`config.mk`:
```
export PLATFORM = sky130hd
export DESIGN_NAME = carsp_port
export DESIGN_NICKNAME = d
export VERILOG_FILES = /design/src/common/carsp_pkg.sv /design/src/carsp_mem.sv /design/src/carsp_port.sv
export SDC_FILE = /design/constraint.sdc
export NUM_CORES = 2
export LEC_CHECK = 0
export ABC_AREA = 0
export BUFFER_PORTS_ARGS = -buffer_cell sky130_fd_sc_hd__buf_2
export CORE_ASPECT_RATIO = 1.25
export CORE_MARGIN = 2
export CORE_UTILIZATION = 57
export CTS_BUF_LIST = sky130_fd_sc_hd__clkbuf_4
export CTS_CLUSTER_DIAMETER = 50
export DETAILED_ROUTE_END_ITERATION = 8
export PLACE_DENSITY = 0.79
export SLEW_MARGIN = 0
export SYNTH_ARGS = -nofsm -noshare
export SYNTH_HDL_FRONTEND = slang
export SYNTH_SLANG_ARGS = --single-unit
export TNS_END_PERCENT = 5
```
`constraint.sdc`:
```
create_clock -name clk_sys -period 10.37 [get_ports clk_sys]
set_input_delay 0.5185 -clock clk_sys [delete_from_list [all_inputs] [get_ports clk_sys]]
set_output_delay 0.5185 -clock clk_sys [all_outputs]
set_load 0.03 [all_outputs]
```
`src/common/carsp_pkg.sv`:
```
// Shared constants and types for the center-aligned read strobe port
package carsp_pkg;

  localparam int CARSP_DQ_W       = 8;
  localparam int CARSP_CA_BYTES   = 6;
  localparam int CARSP_CA_W       = 48;
  localparam int CARSP_CA_RW_BIT  = 47;
  localparam int CARSP_LAT_CLOCKS = 6;
  localparam int CARSP_CNT_W      = 8;
  localparam int CARSP_ADDR_W     = 8;

  localparam logic CARSP_HW_RST_N_RST = 1'b1;
  localparam logic CARSP_MASK_LVL     = 1'b1;

  typedef enum logic [2:0] {
    CARSP_ST_IDLE = 3'b000,
    CARSP_ST_CA   = 3'b001,
    CARSP_ST_LAT  = 3'b010,
    CARSP_ST_RD   = 3'b011,
    CARSP_ST_WR   = 3'b100
  } carsp_state_e;

  typedef struct packed {
    logic                  cs_n;
    logic                  bus_clk;
    logic                  bus_clk_comp;
    logic                  shifted_clk;
    logic                  shifted_clk_comp;
    logic                  rw_strobe;
    logic [CARSP_DQ_W-1:0] dq;
  } carsp_pin_in_s;

  typedef struct packed {
    logic [CARSP_DQ_W-1:0] dq;
    logic                  dq_oe_n;
    logic                  rw_strobe;
    logic                  rw_strobe_oe_n;
  } carsp_pin_out_s;

  localparam carsp_pin_in_s CARSP_PIN_IN_RST = '{cs_n: 1'b1, default: '0};
  localparam carsp_pin_out_s CARSP_PIN_OUT_RST = '{
    dq: 8'h00, dq_oe_n: 1'b1, rw_strobe: 1'b0, rw_strobe_oe_n: 1'b1};

endpackage

```
`src/carsp_mem.sv`:
```
// Byte array behind the port, registered read data
`timescale 1ns/1ps
module carsp_mem #(
  parameter int DATA_W = 8,
  parameter int ADDR_W = 8
) (
  // Clock
  input  wire logic              clk_sys,
  // Write side
  input  wire logic              we,
  input  wire logic [ADDR_W-1:0] waddr,
  input  wire logic [DATA_W-1:0] wdata,
  // Read side
  input  wire logic [ADDR_W-1:0] raddr,
  output logic      [DATA_W-1:0] rdata_ff
);

  logic [DATA_W-1:0] mem [2**ADDR_W];

  // No reset on the array so it maps onto plain RAM
  always_ff @(posedge clk_sys) begin
    if (we) begin
      mem[waddr] <= wdata;
    end
    rdata_ff <= mem[raddr];
  end

endmodule

```
`src/carsp_port.sv`:
```
// Device side of the DDR bus port with center-aligned read strobe
//
// Overview of operation
// - Fitted option times strobe from shifted clock
// - Shifted clock ignored during writes
// - Shifted clock differential or single-ended per variant
// - Select falling edge starts a transaction
// - Select rising edge abandons the transaction
// - Transfers referenced to bus clock crossing
// - Read bytes aligned with shifted-clock strobe edges
// - Write strobe is byte mask input
// - Strobe shows extra latency at transaction start
// - Command-address and data share 8-bit bus
// - Hardware reset low returns to idle
// - Hardware reset low floats strobe and data
// - Unconnected hardware reset reads as deasserted
// - Device drives strobe throughout reads
`timescale 1ns/1ps
module carsp_port
  import carsp_pkg::*;
#(
  parameter bit STROBE_OPT = 1'b1,
  parameter bit DIFF_CLK   = 1'b1,
  parameter int LAT_CLOCKS = CARSP_LAT_CLOCKS,
  parameter int ADDR_W     = CARSP_ADDR_W
) (
  // Clock and reset
  input  wire logic           clk_sys,
  input  wire logic           rstn,
  // Hardware reset pin
  input  wire logic           hw_reset_n,
  // Core refresh status
  input  wire logic           extra_latency_req,
  // Bus pins
  input  wire carsp_pin_in_s  bus_pins,
  output carsp_pin_out_s      drive_pins
);

  function automatic logic clk_lvl(input logic tru, input logic comp, input bit diff);
    clk_lvl = diff ? (tru & ~comp) : tru;
  endfunction

  function automatic logic [CARSP_CNT_W-1:0] lat_edges(input logic extra);
    lat_edges = extra ? CARSP_CNT_W'(4 * LAT_CLOCKS) : CARSP_CNT_W'(2 * LAT_CLOCKS);
  endfunction

  logic                    hw_rst_s1_ff;
  logic                    hw_rst_s2_ff;
  carsp_pin_in_s           pin_s1_ff;
  carsp_pin_in_s           pin_s2_ff;
  logic                    bclk_prev_ff;
  logic                    sclk_prev_ff;
  logic                    cs_prev_ff;
  carsp_state_e            state_ff;
  logic [CARSP_CNT_W-1:0]  cnt_ff;
  logic [CARSP_CA_W-1:0]   ca_ff;
  logic [CARSP_CA_W-1:0]   nxt_ca;
  logic [ADDR_W-1:0]       addr_ff;
  logic                    is_read_ff;
  logic                    extra_ff;
  carsp_pin_out_s          pout_ff;
  logic                    hw_active;
  logic                    bclk_lvl;
  logic                    sclk_lvl;
  logic                    bus_edge;
  logic                    psc_edge;
  logic                    strobe_src;
  logic                    cs_fall;
  logic                    cs_rise;
  logic                    lat_done;
  logic                    mem_we;
  logic [CARSP_DQ_W-1:0]   mem_rdata;

  // Pull-up level at power-on keeps an open pin deasserted
  always_ff @(posedge clk_sys or negedge rstn) begin
    if (!rstn) begin
      hw_rst_s1_ff <= CARSP_HW_RST_N_RST;
      hw_rst_s2_ff <= CARSP_HW_RST_N_RST;
    end else begin
      hw_rst_s1_ff <= hw_reset_n;
      hw_rst_s2_ff <= hw_rst_s1_ff;
    end
  end

  // All pins cross into clk_sys through two stages
  always_ff @(posedge clk_sys or negedge rstn) begin
    if (!rstn) begin
      pin_s1_ff <= CARSP_PIN_IN_RST;
      pin_s2_ff <= CARSP_PIN_IN_RST;
    end else begin
      pin_s1_ff <= bus_pins;
      pin_s2_ff <= pin_s1_ff;
    end
  end

  assign hw_active = ~hw_rst_s2_ff;
  assign bclk_lvl  = clk_lvl(pin_s2_ff.bus_clk, pin_s2_ff.bus_clk_comp, DIFF_CLK);
  assign sclk_lvl  = clk_lvl(pin_s2_ff.shifted_clk, pin_s2_ff.shifted_clk_comp,
                             DIFF_CLK);

  always_ff @(posedge clk_sys or negedge rstn) begin
    if (!rstn) begin
      bclk_prev_ff <= 1'b0;
      sclk_prev_ff <= 1'b0;
      cs_prev_ff   <= 1'b1;
    end else begin
      bclk_prev_ff <= bclk_lvl;
      sclk_prev_ff <= sclk_lvl;
      cs_prev_ff   <= pin_s2_ff.cs_n;
    end
  end

  // Both edges count: data moves at double rate
  assign bus_edge   = bclk_lvl ^ bclk_prev_ff;
  assign psc_edge   = sclk_lvl ^ sclk_prev_ff;
  assign strobe_src = STROBE_OPT ? psc_edge : bus_edge;
  assign cs_fall    = cs_prev_ff & ~pin_s2_ff.cs_n;
  assign cs_rise    = ~cs_prev_ff & pin_s2_ff.cs_n;
  assign lat_done   = (cnt_ff == lat_edges(extra_ff) - CARSP_CNT_W'(1));
  assign nxt_ca     = {ca_ff[CARSP_CA_W-CARSP_DQ_W-1:0], pin_s2_ff.dq};

  // Transaction sequencing
  always_ff @(posedge clk_sys or negedge rstn) begin
    if (!rstn) begin
      state_ff   <= CARSP_ST_IDLE;
      cnt_ff     <= '0;
      ca_ff      <= '0;
      addr_ff    <= '0;
      is_read_ff <= 1'b0;
      extra_ff   <= 1'b0;
    end else if (hw_active) begin
      state_ff <= CARSP_ST_IDLE;
      cnt_ff   <= '0;
    end else if (cs_rise) begin
      state_ff <= CARSP_ST_IDLE;
      cnt_ff   <= '0;
    end else if (cs_fall) begin
      state_ff <= CARSP_ST_CA;
      cnt_ff   <= '0;
      extra_ff <= extra_latency_req;
    end else begin
      case (state_ff)
        CARSP_ST_CA: begin
          if (bus_edge) begin
            ca_ff <= nxt_ca;
            if (cnt_ff == CARSP_CNT_W'(CARSP_CA_BYTES - 1)) begin
              state_ff   <= CARSP_ST_LAT;
              cnt_ff     <= '0;
              addr_ff    <= nxt_ca[ADDR_W-1:0];
              is_read_ff <= nxt_ca[CARSP_CA_RW_BIT];
            end else begin
              cnt_ff <= cnt_ff + CARSP_CNT_W'(1);
            end
          end
        end
        CARSP_ST_LAT: begin
          if (bus_edge) begin
            if (lat_done) begin
              state_ff <= is_read_ff ? CARSP_ST_RD : CARSP_ST_WR;
              cnt_ff   <= '0;
            end else begin
              cnt_ff <= cnt_ff + CARSP_CNT_W'(1);
            end
          end
        end
        CARSP_ST_RD: begin
          if (strobe_src) begin
            addr_ff <= addr_ff + ADDR_W'(1);
          end
        end
        CARSP_ST_WR: begin
          if (bus_edge) begin
            addr_ff <= addr_ff + ADDR_W'(1);
          end
        end
        default: begin
          state_ff <= CARSP_ST_IDLE;
        end
      endcase
    end
  end

  // Shifted clock is never looked at outside a read
  assign mem_we = (state_ff == CARSP_ST_WR) && bus_edge && !cs_rise && !hw_active &&
                  (pin_s2_ff.rw_strobe != CARSP_MASK_LVL);

  carsp_mem #(
    .DATA_W (CARSP_DQ_W),
    .ADDR_W (ADDR_W)
  ) u_mem (
    .clk_sys  (clk_sys),
    .we       (mem_we),
    .waddr    (addr_ff),
    .wdata    (pin_s2_ff.dq),
    .raddr    (addr_ff),
    .rdata_ff (mem_rdata)
  );

  // Pin drive; read data prefetched one cycle ahead of the next edge
  always_ff @(posedge clk_sys or negedge rstn) begin
    if (!rstn) begin
      pout_ff <= CARSP_PIN_OUT_RST;
    end else if (hw_active) begin
      pout_ff <= CARSP_PIN_OUT_RST;
    end else if (cs_rise) begin
      pout_ff <= CARSP_PIN_OUT_RST;
    end else if (cs_fall) begin
      pout_ff.rw_strobe      <= extra_latency_req;
      pout_ff.rw_strobe_oe_n <= 1'b0;
      pout_ff.dq_oe_n        <= 1'b1;
    end else if (state_ff == CARSP_ST_LAT && bus_edge && lat_done) begin
      pout_ff.rw_strobe      <= 1'b0;
      pout_ff.rw_strobe_oe_n <= ~is_read_ff;
    end else if (state_ff == CARSP_ST_RD && strobe_src) begin
      pout_ff.dq        <= mem_rdata;
      pout_ff.dq_oe_n   <= 1'b0;
      pout_ff.rw_strobe <= ~pout_ff.rw_strobe;
    end
  end

  assign drive_pins = pout_ff;
endmodule

```
Word level (Yosys, flattened, before mapping)
Memory sizes are Yosys's and may differ from the RTL's. A register that Yosys moved wholly into a read port is not among the register bits.
Cells that the tools add are included.
- $add $sub $neg: 3
- reduce and logical (&&, ||, !) cells: 18
- bitwise operators: 15
- equality and inequality tests: 23
- muxes and demuxes: 33
- operators with widths (operator ; number):
    $mux 8 ; 12
    $mux 3 ; 9
    $pmux 8 s3 ; 1
    $mux 11 ; 2
    $ne 5x5->1 const B ; 4
    $add 8x1->8 const B ; 2
    $pmux 8 s2 ; 1
    $mux 10 ; 1
    $ne 5x1->1 const B ; 2
    $reduce_and 5->1 ; 2
    $mux 9 ; 1
    $not 1->1 ; 9
    $pmux 3 s3 ; 1
    $reduce_and 3->1 ; 3
    $eq 8x3->1 const B ; 1
    $eq 8x8->1 ; 1
    $ne 2x2->1 const B ; 4
    $ne 4x1->1 const B ; 2
    $reduce_and 8->1 ; 1
    $logic_and 1x1->1 ; 7
    $eq 3x2->1 const B ; 2
    $reduce_and 6->1 ; 1
    $sub 5x1->6 const B ; 1
    $mux 5 ; 1
    other kinds (14) ; 21
- logic and storage cells: 122
- bits of input ports: 18
- flip-flop bits (word level): 105
- output and inout bits: 11
- memories: 1
- memory bits (writable): 2048
- memory list (name ; words ; width ; read ports ; clocked after memory_dff ; write ports ; line ; RTL):
    u_mem.mem ; 256 ; 8 ; 1 ; 1 ; 1 ; carsp_mem.sv:18 ; logic [DATA_W-1:0] mem [2**ADDR_W];

Logic depth before layout (Yosys ltp)
- depth in word-level cells: 9
- depth in mapped cells: 10
- depth with buffers taken out: 8

Cells and area by module
A second synthesis with hierarchy kept.
- cell total of the unflattened synthesis: 3996
- area, all modules: 82650.5 µm²
- by module, submodules not included (module ; area an instance (µm²) ; seq. area each (µm²) ; times used ; cells each):
    carsp_mem ; 79556.3 ; 61659.1 ; 1 ; 3733
    carsp_port ; 3094.2 ; 1760.4 ; 1 ; 263

Worst setup path after synthesis
No wires, ideal clock.
- path kind: register -> register
- from: register pin_s2_ff, in the netlist nxt_ca[0]
- to: memory u_mem.mem[0][0] (data pin)
- data required time: 9.563 ns
- path buffers: 0
- cell stages (with the launch flop): 1
- path slack: 6.366 ns
- period minus slack after synthesis: 4.004 ns
- arrival: 3.198 ns
- library setup time: 0.807 ns
- cell sequence: dfrtp_1
- RTL lines (element ; line ; RTL):
    start, declared ; carsp_port.sv:50 ; carsp_pin_in_s pin_s2_ff;
    start signal, assigned ; carsp_port.sv:92 ; pin_s2_ff <= pin_s1_ff;
    end, declared ; carsp_mem.sv:18 ;
Straight into the memory's write port.

==> impl_metrics.yaml <==
detailed_routing:
  drt_iter0_markers: 5590
  wl_met1_um: 64500
  via_per_inst: 6.48
  wl_met3_um: 19200
  top_layer: "met5"
  post_drt_wl_per_cell_um: 29.1
  routed_wl_um: 185000
  drc: 0
  num_vias: 41200
  drt-pass1-iter-count: 8
  ant_nets: 0
  met2_length_um: 93600
clocking:
  cts_tree: "done"
  clkLatencyLatePin_ps: 1350
  ctsResizeCount: 0
  htree_num_levels: 5
  postCtsSetupBuffers: 0
  clock_sinks: 2126
  clock_path_buffers: 4
  cts-root-buf: "clkbuf_4"
  clkTransAtPathRegs_ps: 80
  ctsHoldBuffers: 35
  cts_buffers: 466
power_and_ir_drop:
  leakage_nw: 27.3
  irDropWorstVdd_mv: 0.139
  switching_power_mw: 3.56
  p_sw_share_pct: 21.9
  clockPowerShare_pct: 37.3
  powerDensity_mw_per_mm2: 182
  pwr-share-comb_pct: 4.3
  intPower_mw: 12.7
  pwr-share-seq_pct: 58.4
placement:
  placement.cell_area_mm2: 0.0834
  place.gp.congestion: 0.850
  post-dp-hpwl_um: 102000
  pre_cts_slack_ps: 5180
  portBuffers: 28
synth:
  syn-instance-count: 3780
  synth_edf_count: 2048
  ys_seq_area_share_pct: 78.0
  syn_avg_cell_area_um2: 21.5
  ys_types: 56
  synth-seq-cells: 2126
  ys.warnings.count: 0
  async_reset_ff_share_pct: 3.29
  yosys_most_used_dff: "edfxtp_1"
  synthesis.nets: 3806
  synth_area_mm2: 0.0813
global_route:
  overflow: 0
  grtUsageTotal_pct: 25.6
  grt_max_degree: 209
  grt_antenna_before_repair: 4
  grt_pass1_vias: 42100
  grt_pass1_wl_um: 270000
floorplan:
  start_util_pct: 57.2
  fp.coreArea_mm2: 0.142
  dieArea_mm2: 0.146
  die_h_um: 426
  rows: 155
  die_width_um: 342
  io_pins: 29
critical_path:
  rrSetupSlack_ps: 5190
  crit_family: "simple AND/OR/NAND/NOR gates"
  path_cells: "buf_12 -> buf_12 -> mux4_2 -> a22oi_1 -> a21oi_1 -> nor4_1 -> o22ai_1 -> nand3b_1"
  start_kind: "register"
  endpoint_kind: "register"
  crit_fanout: 102
  setup.worst_path.class: "register to register"
  worstPathArrival_ps: 6370
  max_stage_delay_ps: 1030
  cp_common_cell: "buf_12"
  crit_required_ps: 11560
  crit_slowest_cell: "dfrtp_4"
  critPathBufInv: 2
finish:
  n_fill_cell: 9147
  final_cell_area_mm2: 0.0894
  utilization_pct: 62.9
  areaGrowthSynthToFinish_pct: 9.92
  layout-drive-gt1-share_pct: 30.4
  nNetsFinal: 4151
sta:
  setup_tns_ps: 0
  fmax_mhz: 193
  fin_crit_ps: 5180
  period_share_pct: 49.9
  final_max_slew_viol_count: 0
  rsz0062_at_grt: "false"
  maxSlewHeadroom_pct: 12.5
  worstMarginPinSlew_ps: 1310
  finalWorstSetupSlack_ps: 5190
  skew_ps: 69.7
  hold_viol: 0
  finalSetupViolCount: 0
worst_hold_path:
  hold_class: "input pin to asynchronous set/reset pin"
outcome:
  status: "finished, final reports clean"
job:
  cap_violations: 0
==> area by class of cell <==
cell class / count / area, um^2 / share of cell area, %
Inverter: 7 / 26.3 / 0.0294
Sequential cell: 2126 / 63500 / 71.0
Antenna cell: 12 / 30.0 / 0.0336
Tap cell: 1884 / 2360 / 2.64
Timing Repair Buffer: 111 / 958 / 1.07
Clock inverter: 129 / 573 / 0.641
Multi-Input combinational cell: 1413 / 16900 / 18.9
Clock buffer: 673 / 5050 / 5.65
==> cells in the mapped netlist, types with 3 or more instances <==
library cell  instances  share of area, %
a22o_1                8             0.086
nor4_1               17              0.13
nor3_1                5             0.031
nand3_1              10             0.062
a21oi_1             141              0.87
edfxtp_1           2048                76
o2bb2ai_1            11              0.12
o211ai_1              7             0.065
a31oi_1               5             0.038
nand2b_1             12             0.092
inv_1                 7             0.032
o22ai_1               9             0.069
o21bai_1              3             0.028
a22oi_1             256               2.4
nor2b_1               7             0.054
and3_1                6             0.046
dfrtp_1              63               1.9
buf_1                29              0.13
ha_1                  8              0.12
o41ai_1              18              0.19
mux2i_1               3             0.037
mux2_2                8              0.11
nor3b_1               4             0.037
buf_6                18              0.25
nand2_1              50              0.23
nand3b_1              8             0.074
dfstp_2               7              0.23
mux4_2              512                14
clkbuf_1            145              0.67
buf_4                17              0.16
buf_2                25              0.15
nor2_1              271               1.3
o21ai_0               5             0.031
dfxtp_1               8              0.20
==> cell families after synthesis <==
logic type	after synthesis	share of synthesized area, %
AOI/OAI and AO/OA	470	3.94
buffers and inverters	241	1.40
adders and majority gates	8	0.123
DFF	2126	78.0
xor gates and xnor gates	4	0.0431
muxes	523	14.3
and+or+nand+nor	408	2.20
==> flip-flops by register name, indices dropped and copies added (netlist names), 3 cells and up <==
signal / flops
addr_ff: 8
ca_ff: 5
cnt_ff: 8
drive_pins: 11
nxt_ca: 8
pin_s1_ff: 14
pin_s2_ff: 6
state_ff: 3
u_mem.mem: 2048
u_mem.rdata_ff: 8
==> worst min-delay path: cells and delay by family <==
family / cells / cell delay [ps]
buffers and inverters: 3 / 1310
==> through the flow <==
stage / hold WS, ps / power, mW / std cells
final: 336 / 16.3 / 6355
after global placement: 337 / 10.3 / 5506
after global routing: 232 / 16.8 / 6353
after floorplan: 223 / 10.1 / 3780
after detailed placement: 339 / 10.4 / 5506
after CTS: 163 / 16.3 / 6343
==> cell usage in the layout, fill, tap and decap left out, types with 7 or more instances in the layout <==
| master | count |
|---|---|
| edfxtp_1 | 2048 |
| clkbuf_4 | 673 |
| mux4_2 | 512 |
| nor2_1 | 270 |
| a22oi_1 | 256 |
| a21oi_1 | 141 |
| clkinv_1 | 103 |
| dfrtp_1 | 53 |
| buf_4 | 42 |
| nand2_1 | 35 |
| dlygate4sd3_1 | 34 |
| buf_2 | 27 |
| nor4_1 | 17 |
| clkinv_2 | 17 |
| nand2_2 | 15 |
| o41ai_2 | 13 |
| diode_2 | 12 |
| o2bb2ai_1 | 11 |
| nand2b_1 | 10 |
| nand3_1 | 10 |
| dfrtp_4 | 10 |
| o22ai_1 | 9 |
| nand3b_1 | 8 |
| mux2_2 | 8 |
| a22o_1 | 8 |
| ha_1 | 8 |
| dfxtp_1 | 8 |
| inv_1 | 7 |
| o211ai_1 | 7 |
| dfstp_2 | 7 |
| buf_12 | 7 |
==> power groups by stage <==
stage	logic, mW	registers [mW]	clock network [mW]
4_1_cts	0.698	9.49	6.13
3_3_place_gp	0.672	9.67	0
5_1_grt	0.735	9.49	6.54
6_report	0.701	9.49	6.06
3_5_place_dp	0.686	9.68	0
2_1_floorplan	0.404	9.71	0
==> path summary, 6_finish.rpt <==
path                                   startpoint                         to  cells past startpoint
min                                          rstn    pin_s1_ff[13]$_DFF_PN1_                      3
min reg2reg                pin_s1_ff[2]$_DFF_PN0_        nxt_ca[2]$_DFF_PN0_                      0
max in group asynchronous                    rstn        nxt_ca[0]$_DFF_PN0_                      4
max                        addr_ff[0]$_DFFE_PN0P_  u_mem.rdata_ff[1]$_DFF_P_                      8
min in group clk_sys       pin_s1_ff[2]$_DFF_PN0_        nxt_ca[2]$_DFF_PN0_                      0
max reg2reg                addr_ff[0]$_DFFE_PN0P_  u_mem.rdata_ff[1]$_DFF_P_                      8
==> layer usage <==
layer | up-vias | GRT usage, %
met5 | - | 0
met4 | 4 | 11.7
met3 | 434 | 6.66
met2 | 2762 | 41.9
met1 | 21100 | 32.5
li1 | 16900 | -
No activity file was read; power rests on OpenSTA's default activity.
